**src/hw/smb_pkg.sv**
```systemverilog
package smb_pkg;

    // System clock period, in ns
    localparam int SYS_CLK_PERIOD_NS = 10;
    // Fastest serial rate is the system clock divided by this figure
    localparam int MAX_RATE_DIVISOR = 20;
    // Least length of each SCL half period, in system clock cycles
    localparam logic [7:0] HALF_MIN_CYCLES = 8'(MAX_RATE_DIVISOR / 2);

    // Bus counts as free after more than this many bit-rate source periods high
    localparam logic [3:0] FREE_TIMEOUT_PERIODS = 4'hA;
    localparam logic [3:0] FREE_CNT_MAX = FREE_TIMEOUT_PERIODS + 4'h1;

    // SCL low timeout, in ms, and its default length in system clock cycles
    localparam int SCL_LOW_TIMEOUT_MS = 25;
    localparam int SCL_LOW_TIMEOUT_CYCLES_DEF = SCL_LOW_TIMEOUT_MS * (1000000 / SYS_CLK_PERIOD_NS);

    // Default master half-period lengths in bit-rate source periods
    localparam logic [3:0] LOW_TICKS_DEF = 4'h1;
    localparam logic [3:0] HIGH_TICKS_DEF = 4'h1;
    localparam logic [3:0] EXTEND_TICKS_DEF = 4'h2;

    // Bit counter positions within a byte slot
    localparam logic [3:0] BIT_FIRST = 4'h0;
    localparam logic [3:0] BIT_ACK = 4'h8;
    localparam logic [3:0] BIT_DONE = 4'h9;

    // Interrupt cause codes
    localparam logic [1:0] CAUSE_BYTE = 2'h0;
    localparam logic [1:0] CAUSE_START = 2'h1;
    localparam logic [1:0] CAUSE_STOP = 2'h2;
    localparam logic [1:0] CAUSE_ARB = 2'h3;

    // Reset level of a released bus line as seen through the synchroniser
    localparam logic LINE_IDLE = 1'h1;

    typedef enum logic [2:0] {
        M_IDLE,
        M_START,
        M_RUN,
        M_STOP_A,
        M_STOP_B,
        M_RESTART_A,
        M_RESTART_B
    } smb_mst_t;

endpackage

```
**src/hw/smb_core.sv**
```systemverilog
`timescale 1ns/1ps
// Behaviour
// - Software moves whole bytes; hardware sequences every bit on its own.
// - Serial rate may reach one twentieth of the system clock, master or slave.
// - The SCL low period can be lengthened for slower devices.
// - Works as master, slave or both; arbitration resolves multi-master contention.
// - Software or hardware may accept the slave address and produce acknowledges.
// - With free timeout enabled, bus is free after >10 source periods both high.
// - A pending master START goes out right after the free timeout.
// - Free timeout detection needs the bit-rate source, even slave-only.
// - SCL is generated only as master; SDA follows SCL in both roles.
// - An interrupt is raised for every data byte and slave address byte, except an unmatched address with hardware ack on.
// - Hardware ack off, transmitting: byte interrupt comes after the ACK cycle.
// - Hardware ack off, receiving: byte interrupt comes before the ACK cycle.
// - Hardware ack on: every byte interrupt comes after the ACK cycle.
// - Interrupt also on master START generated and on slave STOP detected.
// - Enable bit allows all master and slave events; clear means no bus activity.
// - Inhibited slave still watches the bus, NACKs addresses, raises no slave interrupts.
// - Slave inhibit acts from the next START; current transfer finishes normally.
// - START and STOP generated and detected; timeouts recognised; status reported.
// - Configuration enables roles, selects bit-rate source, timing and timeout options.
module smb_core
    import smb_pkg::*;
#(
    parameter int unsigned SCL_LOW_TIMEOUT_CYCLES = SCL_LOW_TIMEOUT_CYCLES_DEF,
    parameter logic [3:0] LOW_TICKS = LOW_TICKS_DEF,
    parameter logic [3:0] HIGH_TICKS = HIGH_TICKS_DEF,
    parameter logic [3:0] EXTEND_TICKS = EXTEND_TICKS_DEF
) (
    input wire logic i_clk_sys,
    input wire logic i_rst_n,
    input wire logic i_scl,
    input wire logic i_sda,
    input wire logic i_clk_src_tick,
    input wire logic i_enable,
    input wire logic i_slave_inhibit,
    input wire logic i_free_timeout_enable,
    input wire logic i_scl_low_timeout_enable,
    input wire logic i_scl_low_extend,
    input wire logic i_hw_ack_enable,
    input wire logic [6:0] i_own_addr,
    input wire logic i_start_req,
    input wire logic i_stop_req,
    input wire logic [7:0] i_tx_data,
    input wire logic i_ack_out,
    input wire logic i_si_clear,
    output logic o_scl_out,
    output logic o_scl_oe,
    output logic o_sda_out,
    output logic o_sda_oe,
    output logic o_si,
    output logic [1:0] o_cause,
    output logic o_master,
    output logic o_slave_active,
    output logic o_tx_mode,
    output logic o_rx_ack,
    output logic [7:0] o_rx_data,
    output logic o_arb_lost,
    output logic o_bus_busy,
    output logic o_scl_low_timeout
);

    localparam int LT_W = $clog2(SCL_LOW_TIMEOUT_CYCLES + 1);

    logic scl_s1, scl_s2, scl_d;
    logic sda_s1, sda_s2, sda_d;
    logic [3:0] free_cnt;
    logic [LT_W-1:0] low_cnt;
    smb_mst_t mst_state;
    logic [3:0] bit_cnt;
    logic [3:0] hcnt;
    logic [7:0] hcyc;
    logic addr_phase;
    logic ack_sent;
    logic rw_bit;
    logic [3:0] low_need;
    logic low_done, high_done;
    logic scl_rise, scl_fall, start_det, stop_det;
    logic addr_match, taking_part;

    // Two-stage synchronisers; the second stage and its one-cycle delayed copy feed logic
    always_ff @(posedge i_clk_sys or negedge i_rst_n) begin
        if (!i_rst_n) begin
            scl_s1 <= LINE_IDLE;
            scl_s2 <= LINE_IDLE;
            scl_d <= LINE_IDLE;
            sda_s1 <= LINE_IDLE;
            sda_s2 <= LINE_IDLE;
            sda_d <= LINE_IDLE;
        end else begin
            scl_s1 <= i_scl;
            scl_s2 <= scl_s1;
            scl_d <= scl_s2;
            sda_s1 <= i_sda;
            sda_s2 <= sda_s1;
            sda_d <= sda_s2;
        end
    end

    assign scl_rise = scl_s2 && !scl_d;
    assign scl_fall = !scl_s2 && scl_d;
    assign start_det = scl_s2 && scl_d && sda_d && !sda_s2;
    assign stop_det = scl_s2 && scl_d && !sda_d && sda_s2;
    assign addr_match = (o_rx_data[7:1] == i_own_addr);
    assign taking_part = o_master || o_slave_active;

    // Low phase is stretched on request for slow devices
    assign low_need = i_scl_low_extend ? 4'(LOW_TICKS + EXTEND_TICKS) : LOW_TICKS;
    // The cycle floor keeps each half period at least half of the fastest bit time
    assign low_done = (hcnt >= low_need) && (hcyc >= HALF_MIN_CYCLES);
    assign high_done = (hcnt >= HIGH_TICKS) && (hcyc >= HALF_MIN_CYCLES);

    // Bus-free detection counts source ticks, so it stalls with no bit-rate source
    always_ff @(posedge i_clk_sys or negedge i_rst_n) begin
        if (!i_rst_n) begin
            free_cnt <= 4'h0;
            o_bus_busy <= 1'h0;
        end else begin
            if (!(scl_s2 && sda_s2)) begin
                free_cnt <= 4'h0;
            end else if (i_clk_src_tick && free_cnt != FREE_CNT_MAX) begin
                free_cnt <= free_cnt + 4'h1;
            end
            if (start_det) begin
                o_bus_busy <= 1'h1;
            end else if (stop_det) begin
                o_bus_busy <= 1'h0;
            end else if (i_free_timeout_enable && free_cnt == FREE_CNT_MAX) begin
                o_bus_busy <= 1'h0;
            end
        end
    end

    // SCL low timeout flag; recovery is left to software by re-enabling
    always_ff @(posedge i_clk_sys or negedge i_rst_n) begin
        if (!i_rst_n) begin
            low_cnt <= '0;
            o_scl_low_timeout <= 1'h0;
        end else begin
            if (scl_s2 || !i_scl_low_timeout_enable) begin
                low_cnt <= '0;
            end else if (low_cnt != LT_W'(SCL_LOW_TIMEOUT_CYCLES)) begin
                low_cnt <= low_cnt + LT_W'(1);
            end
            if (!i_enable) begin
                o_scl_low_timeout <= 1'h0;
            end else if (low_cnt == LT_W'(SCL_LOW_TIMEOUT_CYCLES - 1)) begin
                o_scl_low_timeout <= 1'h1;
            end
        end
    end

    // Lines are only ever pulled low, never driven high
    always_ff @(posedge i_clk_sys or negedge i_rst_n) begin
        if (!i_rst_n) begin
            o_scl_out <= 1'h0;
            o_sda_out <= 1'h0;
        end else begin
            o_scl_out <= 1'h0;
            o_sda_out <= 1'h0;
        end
    end

    // Protocol engine: master sequencing, byte shifting, acknowledge and interrupts
    always_ff @(posedge i_clk_sys or negedge i_rst_n) begin
        if (!i_rst_n) begin
            mst_state <= M_IDLE;
            o_master <= 1'h0;
            o_slave_active <= 1'h0;
            o_tx_mode <= 1'h0;
            o_scl_oe <= 1'h0;
            o_sda_oe <= 1'h0;
            o_si <= 1'h0;
            o_cause <= CAUSE_BYTE;
            o_rx_ack <= 1'h0;
            o_rx_data <= 8'h00;
            o_arb_lost <= 1'h0;
            bit_cnt <= BIT_FIRST;
            hcnt <= 4'h0;
            hcyc <= 8'h00;
            addr_phase <= 1'h0;
            ack_sent <= 1'h0;
            rw_bit <= 1'h0;
        end else if (!i_enable) begin
            mst_state <= M_IDLE;
            o_master <= 1'h0;
            o_slave_active <= 1'h0;
            o_tx_mode <= 1'h0;
            o_scl_oe <= 1'h0;
            o_sda_oe <= 1'h0;
            o_si <= 1'h0;
            bit_cnt <= BIT_FIRST;
            addr_phase <= 1'h0;
        end else begin
            if (i_clk_src_tick && hcnt != 4'hF) begin
                hcnt <= hcnt + 4'h1;
            end
            if (hcyc != 8'hFF) begin
                hcyc <= hcyc + 8'h01;
            end

            // Software hands over the next byte, ack value, STOP or repeated START
            if (i_si_clear && o_si) begin
                o_si <= 1'h0;
                if (o_master && o_cause == CAUSE_BYTE && bit_cnt == BIT_FIRST && i_stop_req) begin
                    mst_state <= M_STOP_A;
                    o_sda_oe <= 1'h1;
                    hcnt <= 4'h0;
                    hcyc <= 8'h00;
                end else if (o_master && o_cause == CAUSE_BYTE && bit_cnt == BIT_FIRST && i_start_req) begin
                    mst_state <= M_RESTART_A;
                    o_sda_oe <= 1'h0;
                    hcnt <= 4'h0;
                    hcyc <= 8'h00;
                end else if (bit_cnt == BIT_ACK) begin
                    o_sda_oe <= i_ack_out;
                    ack_sent <= i_ack_out;
                    if (addr_phase && !o_master && rw_bit) begin
                        o_rx_data <= i_tx_data;
                    end
                end else if (o_tx_mode) begin
                    o_rx_data <= i_tx_data;
                    o_sda_oe <= !i_tx_data[7];
                end else begin
                    o_sda_oe <= 1'h0;
                end
            end

            case (mst_state)
                M_IDLE: begin
                    if (i_start_req && !o_bus_busy && !o_si && !o_slave_active) begin
                        mst_state <= M_START;
                        o_master <= 1'h1;
                        o_arb_lost <= 1'h0;
                        o_sda_oe <= 1'h1;
                        hcnt <= 4'h0;
                        hcyc <= 8'h00;
                    end
                end
                M_START: begin
                    if (high_done) begin
                        mst_state <= M_RUN;
                        o_scl_oe <= 1'h1;
                        o_si <= 1'h1;
                        o_cause <= CAUSE_START;
                        hcnt <= 4'h0;
                        hcyc <= 8'h00;
                    end
                end
                M_RUN: begin
                    // SCL stays low while an interrupt is pending
                    if (o_scl_oe) begin
                        if (!o_si && low_done) begin
                            o_scl_oe <= 1'h0;
                            hcnt <= 4'h0;
                            hcyc <= 8'h00;
                        end
                    end else if (!scl_s2) begin
                        // Another device holds SCL low: restart the high count
                        hcnt <= 4'h0;
                        hcyc <= 8'h00;
                    end else if (high_done) begin
                        o_scl_oe <= 1'h1;
                        hcnt <= 4'h0;
                        hcyc <= 8'h00;
                    end
                end
                M_STOP_A, M_RESTART_A: begin
                    if (low_done) begin
                        mst_state <= (mst_state == M_STOP_A) ? M_STOP_B : M_RESTART_B;
                        o_scl_oe <= 1'h0;
                        hcnt <= 4'h0;
                        hcyc <= 8'h00;
                    end
                end
                M_STOP_B, M_RESTART_B: begin
                    if (!scl_s2) begin
                        hcnt <= 4'h0;
                        hcyc <= 8'h00;
                    end else if (high_done) begin
                        hcnt <= 4'h0;
                        hcyc <= 8'h00;
                        if (mst_state == M_STOP_B) begin
                            mst_state <= M_IDLE;
                            o_sda_oe <= 1'h0;
                            o_master <= 1'h0;
                        end else begin
                            mst_state <= M_START;
                            o_sda_oe <= 1'h1;
                        end
                    end
                end
                default: mst_state <= M_IDLE;
            endcase

            // A slave stretches SCL low while software handles its interrupt
            if (o_slave_active && !o_master) begin
                o_scl_oe <= o_si;
            end

            if (start_det) begin
                bit_cnt <= BIT_FIRST;
                addr_phase <= 1'h1;
                if (o_master) begin
                    o_tx_mode <= 1'h1;
                end else begin
                    o_tx_mode <= 1'h0;
                    // Inhibit is sampled only here, so a running transfer completes
                    o_slave_active <= !i_slave_inhibit;
                end
            end else if (stop_det) begin
                if (o_slave_active && !addr_phase) begin
                    o_si <= 1'h1;
                    o_cause <= CAUSE_STOP;
                end
                o_slave_active <= 1'h0;
                bit_cnt <= BIT_FIRST;
                if (!o_master) begin
                    o_tx_mode <= 1'h0;
                    o_sda_oe <= 1'h0;
                    o_scl_oe <= 1'h0;
                end
            end else if (taking_part && scl_rise) begin
                if (bit_cnt < BIT_ACK) begin
                    if (o_master && o_tx_mode && !o_sda_oe && !sda_s2) begin
                        mst_state <= M_IDLE;
                        o_master <= 1'h0;
                        o_tx_mode <= 1'h0;
                        o_scl_oe <= 1'h0;
                        o_sda_oe <= 1'h0;
                        o_arb_lost <= 1'h1;
                        o_si <= 1'h1;
                        o_cause <= CAUSE_ARB;
                        bit_cnt <= BIT_FIRST;
                    end else begin
                        o_rx_data <= {o_rx_data[6:0], sda_s2};
                        bit_cnt <= bit_cnt + 4'h1;
                    end
                end else begin
                    o_rx_ack <= !sda_s2;
                    bit_cnt <= bit_cnt + 4'h1;
                end
            end else if (taking_part && scl_fall) begin
                if (bit_cnt == BIT_ACK) begin
                    rw_bit <= o_rx_data[0];
                    if (o_tx_mode) begin
                        o_sda_oe <= 1'h0;
                    end else if (!i_hw_ack_enable) begin
                        o_si <= 1'h1;
                        o_cause <= CAUSE_BYTE;
                    end else if (addr_phase && !o_master) begin
                        o_sda_oe <= addr_match;
                        ack_sent <= addr_match;
                    end else begin
                        o_sda_oe <= i_ack_out;
                        ack_sent <= i_ack_out;
                    end
                end else if (bit_cnt == BIT_DONE) begin
                    bit_cnt <= BIT_FIRST;
                    if (!o_tx_mode) begin
                        o_sda_oe <= 1'h0;
                    end
                    if (addr_phase && !o_master && !ack_sent) begin
                        o_slave_active <= 1'h0;
                        addr_phase <= 1'h0;
                    end else begin
                        addr_phase <= 1'h0;
                        if (o_tx_mode || i_hw_ack_enable) begin
                            o_si <= 1'h1;
                            o_cause <= CAUSE_BYTE;
                        end
                        if (addr_phase && o_master) begin
                            o_tx_mode <= !rw_bit;
                        end else if (addr_phase) begin
                            o_tx_mode <= rw_bit;
                            if (rw_bit && !i_hw_ack_enable) begin
                                o_sda_oe <= !o_rx_data[7];
                            end
                        end
                    end
                end else if (bit_cnt != BIT_FIRST && o_tx_mode) begin
                    o_sda_oe <= !o_rx_data[7];
                end
            end
        end
    end

    AST_DISABLE_RELEASES: assert property (@(posedge i_clk_sys) disable iff (!i_rst_n)
        !i_enable |=> !o_scl_oe && !o_sda_oe && !o_master && !o_si)
        else $error("interface still active while disabled");

    AST_START_IRQ: assert property (@(posedge i_clk_sys) disable iff (!i_rst_n)
        (i_enable && mst_state == M_START && high_done && !start_det && !stop_det && !scl_rise && !scl_fall)
        |=> o_si && o_cause == CAUSE_START && o_scl_oe && o_sda_oe)
        else $error("START not followed by start interrupt with both lines low");

    AST_FREE_TIMEOUT: assert property (@(posedge i_clk_sys) disable iff (!i_rst_n)
        (i_free_timeout_enable && scl_s2 && sda_s2 && free_cnt == FREE_TIMEOUT_PERIODS && i_clk_src_tick)
        ##1 (scl_s2 && sda_s2 && !start_det)[*2] |-> !o_bus_busy)
        else $error("bus not freed after high timeout");

    AST_INHIBIT_NO_SLAVE: assert property (@(posedge i_clk_sys) disable iff (!i_rst_n)
        (i_enable && start_det && !o_master && i_slave_inhibit) |=> !o_slave_active)
        else $error("inhibited interface took part as slave");

    AST_ARB_RELEASE: assert property (@(posedge i_clk_sys) disable iff (!i_rst_n)
        $rose(o_arb_lost) |-> !o_master && !o_scl_oe && !o_sda_oe && o_si && o_cause == CAUSE_ARB)
        else $error("lost arbitration but lines not released");

    AST_RX_BEFORE_ACK: assert property (@(posedge i_clk_sys) disable iff (!i_rst_n)
        ($rose(o_si) && o_cause == CAUSE_BYTE && !$past(o_tx_mode) && !i_hw_ack_enable)
        |-> bit_cnt == BIT_ACK)
        else $error("receive interrupt not raised before the ACK slot");

    AST_TX_AFTER_ACK: assert property (@(posedge i_clk_sys) disable iff (!i_rst_n)
        ($rose(o_si) && o_cause == CAUSE_BYTE && ($past(o_tx_mode) || $past(i_hw_ack_enable)))
        |-> bit_cnt == BIT_FIRST)
        else $error("byte interrupt not raised after the ACK slot");

    AST_SLAVE_STRETCH: assert property (@(posedge i_clk_sys) disable iff (!i_rst_n)
        (i_enable && o_si && o_slave_active && !o_master && !i_si_clear && !stop_det && !start_det)
        |=> o_scl_oe)
        else $error("slave did not hold SCL low during pending interrupt");

    AST_NO_SCL_IDLE: assert property (@(posedge i_clk_sys) disable iff (!i_rst_n)
        (!o_master && !o_slave_active) ##1 (!o_master && !o_slave_active) |-> !o_scl_oe)
        else $error("SCL driven while neither master nor slave");

    AST_HALF_MIN: assert property (@(posedge i_clk_sys) disable iff (!i_rst_n)
        (mst_state == M_RUN && $rose(o_scl_oe)) |-> $past(hcyc) >= HALF_MIN_CYCLES || $past(o_si)
            || $past(mst_state) != M_RUN)
        else $error("SCL high half period shorter than the minimum");

endmodule

```
**config.mk**
```make
export PLATFORM = sky130hd
export DESIGN_NAME = smb_core
export DESIGN_NICKNAME = d
export VERILOG_FILES = /design/src/hw/smb_pkg.sv /design/src/hw/smb_core.sv
export SDC_FILE = /design/constraint.sdc
export NUM_CORES = 1
export LEC_CHECK = 0
export ABC_AREA = 1
export BUFFER_PORTS_ARGS = -buffer_cell sky130_fd_sc_hd__buf_2
export CORE_MARGIN = 1.5
export CORE_UTILIZATION = 41
export DETAILED_ROUTE_END_ITERATION = 8
export RECOVER_POWER = 50
export SETUP_SLACK_MARGIN = 0.15
export SLEW_MARGIN = 25
export SYNTH_ARGS = -nofsm -noshare
export SYNTH_HDL_FRONTEND = slang
export SYNTH_SLANG_ARGS = --single-unit
```
**constraint.sdc**
```tcl
create_clock -name i_clk_sys -period 4.4 [get_ports i_clk_sys]
set_input_delay 0 -clock i_clk_sys [delete_from_list [all_inputs] [get_ports i_clk_sys]]
set_output_delay 0 -clock i_clk_sys [all_outputs]
set_load 0.02 [all_outputs]
```
==> impl_metrics.json <==
{
  "ctsResizeCount": 0,
  "clkTransAtPathRegs_ps": 60,
  "worstMarginPinSlew_ps": 1970,
  "routed_wirelength_um": 12300,
  "antenna_found_initial": 0,
  "grt_pass1_wl_um": 21000,
  "vias": 4495,
  "async_flop_share_pct": 100,
  "ys_top_cells_by_count": "nand2_1 (127), inv_1 (107), dfrtp_1 (68)",
  "pin_count": 52,
  "first_iter_violations": 366,
  "cap_violations": 1,
  "place.gp.congestion": 0.965,
  "via_per_inst": 5.28,
  "root_buffer": "clkbuf_16",
  "utilization_pct": 48.4,
  "worstPathMaxFanout": 15,
  "h-tree-depth": 3,
  "critPathLaunchType": "flop",
  "cts_tree": "yes",
  "ys.flop_type": "dfrtp_1",
  "vdd_drop_max_uv": 206,
  "nets": 746,
  "wire_per_inst_um": 14.4,
  "die_area_um2": 12200,
  "synth_top_cell_by_area": "dfrtp_1",
  "portBuffers": 49,
  "dp.final_hpwl_um": 9100,
  "synth.distinct_cells": 46,
  "drc_errors": 0,
  "clockBufferDepth": 2,
  "ys_seq_area_share_pct": 39.3,
  "clock_sink_count": 74,
  "rows": 39,
  "end_kind": "flop",
  "firstDrtPassIters": 5,
  "hold_violations": 0,
  "yosys_warnings": 0,
  "yosysMostFrequentCell": "nand2_1",
  "postSynthAreaPerCell_um2": 7.29,
  "ys_seq_elements": 74,
  "skew_ps": 6.50,
  "syn-cell-area_um2": 4730,
  "outcome": "finished, violations left",
  "finalSetupViolCount": 0,
  "clock.fmax_ghz": 0.437,
  "rsz0062_at_grt": "no",
  "relSlewSlack_pct": -31.3,
  "period_share_pct": 51.9,
  "area_growth_pct": 15.7,
  "crit_arrival_ps": 2480,
  "ctsHoldBuffers": 5,
  "n_antenna_cell": 0,
  "grt_overflow": 0,
  "cts_setup_buffers": 0,
  "grt_max_degree": 75,
  "synth_top_area_share_pct": 36.0,
  "period_needed_ps": 2290,
  "layout-drive-gt1-share_pct": 14.5,
  "hp-class": "in2reg",
  "power_density_nw_per_um2": 411,
  "crit_required_ps": 4590,
  "start_util_pct": 41.8,
  "fp.dieH_um": 110,
  "synthTopCellsByArea": "dfrtp_1 (36%), nand2_1 (10%), inv_1 (8.5%)",
  "die_w_um": 110,
  "cts-buffers-inserted": 9,
  "synth-edff-count": 0,
  "final-max-slew-violation-count": 75,
  "p_leak_uw": 0.00259,
  "setup_tns_ps": 0,
  "clock_latency_ps": 340,
  "coreArea_um2": 11300,
  "gr-usage-all-layers_pct": 21.1,
  "grt_pass1_vias": 4458,
  "crit_type": "reg2reg",
  "rrSetupSlack_ps": 2110,
  "synthCells": 649,
  "drtAntennaViolNets": 0,
  "violations": "max-capacitance violations, max-slew violations"
}
cell type report:
cell class / instances / area, um2
inverter: 117 / 439
fill: 1142 / 5850
clock inverter: 4 / 98.8
clock buffer: 12 / 246
sequential: 74 / 1860
multi-input combinational: 448 / 2360
tap: 143 / 179
timing repair buffer: 54 / 290
critical path, stage by stage (launching register included):
cell and delay [ps]:
dfstp_1 780, inv_2 120, nor3_4 270, inv_2 120, nor3_4 520, a21oi_1 120
o21ai_0 100, o21ai_0 110
cells in the final DEF (no fill, tap or decap), types with 3 or more instances in the layout:
master         count
a21oi_1           45
a22oi_1            3
a31oi_1            3
buf_2             44
bufinv_16          3
clkbuf_1           6
clkbuf_16          9
dfrtp_1           68
dfstp_2            4
dlygate4sd3_1      5
ha_1              12
inv_1            107
inv_2              9
nand2_1          127
nand2_2            6
nand3_1           26
nand4_1           11
nor2_1            60
nor2_2             8
nor3_1            27
nor3_2             3
nor4_1             3
o21a_1             3
o21ai_0           48
o21ai_1           14
o22ai_1            7
o31ai_1            5
xnor2_1            4
xor2_1             8
report_power, final:
part / internal [uW] / switching [uW]
clock: 571 / 295
sequential: 758 / 89.2
combinational: 187 / 350
total: 1520 / 735
flip-flops by register name (all words and copies together), names as in the netlist, 2 cells and up:
register / flops
o_cause: 2
o_rx_data: 8
hcyc: 8
mst_state: 3
low_cnt: 22
free_cnt: 4
hcnt: 4
bit_cnt: 4
kinds of logic after synthesis:
logic type                 synth area share, %
buffers and inverters                     10.8
other                                   0.0793
xor gates and xnor gates                  2.22
AOI/OAI and AO/OA                         16.4
DFF                                       39.3
adders and majority gates                 3.17
and+or+nand+nor                           28.0
final timing paths:
check,start,endpoint,cells after the start
max in group asynchronous,i_rst_n,o_rx_data[7]$_DFFE_PN0P_,2
min,i_free_timeout_enable,o_bus_busy$_DFFE_PN0P_,4
max reg2reg,scl_s2$_DFF_PN1_,o_rx_data[3]$_DFFE_PN0P_,7
min reg2reg,scl_s1$_DFF_PN1_,scl_s2$_DFF_PN1_,0
min in group asynchronous,i_rst_n,bit_cnt[2]$_DFFE_PN0P_,2
max,scl_s2$_DFF_PN1_,o_rx_data[3]$_DFFE_PN0P_,7
through the flow:
step / cell area (um2) / worst slack (ps) / hold slack (ps) / instances / power (uW)
after floorplan: 4730 / 2590 / -296 / 650 / 1210
after CTS: 5480 / 2210 / 13.2 / 852 / 2270
after global routing: 5480 / 1870 / 10.2 / 852 / 2370
final: 5480 / 2110 / 17.0 / 852 / 2250
after global placement: 5090 / 2270 / 106 / 831 / 1370
after detailed placement: 5090 / 2210 / 109 / 831 / 1390
metal layers:
layer  vias up  track usage [%]  wire length [um]
li1       2234                -                 -
met2       138             33.4              5610
met5         -                0                 0
met3        27             3.29               546
met1      2096             28.2              5780
met4         0             10.1               365
(Power assumes the default switching activity.)
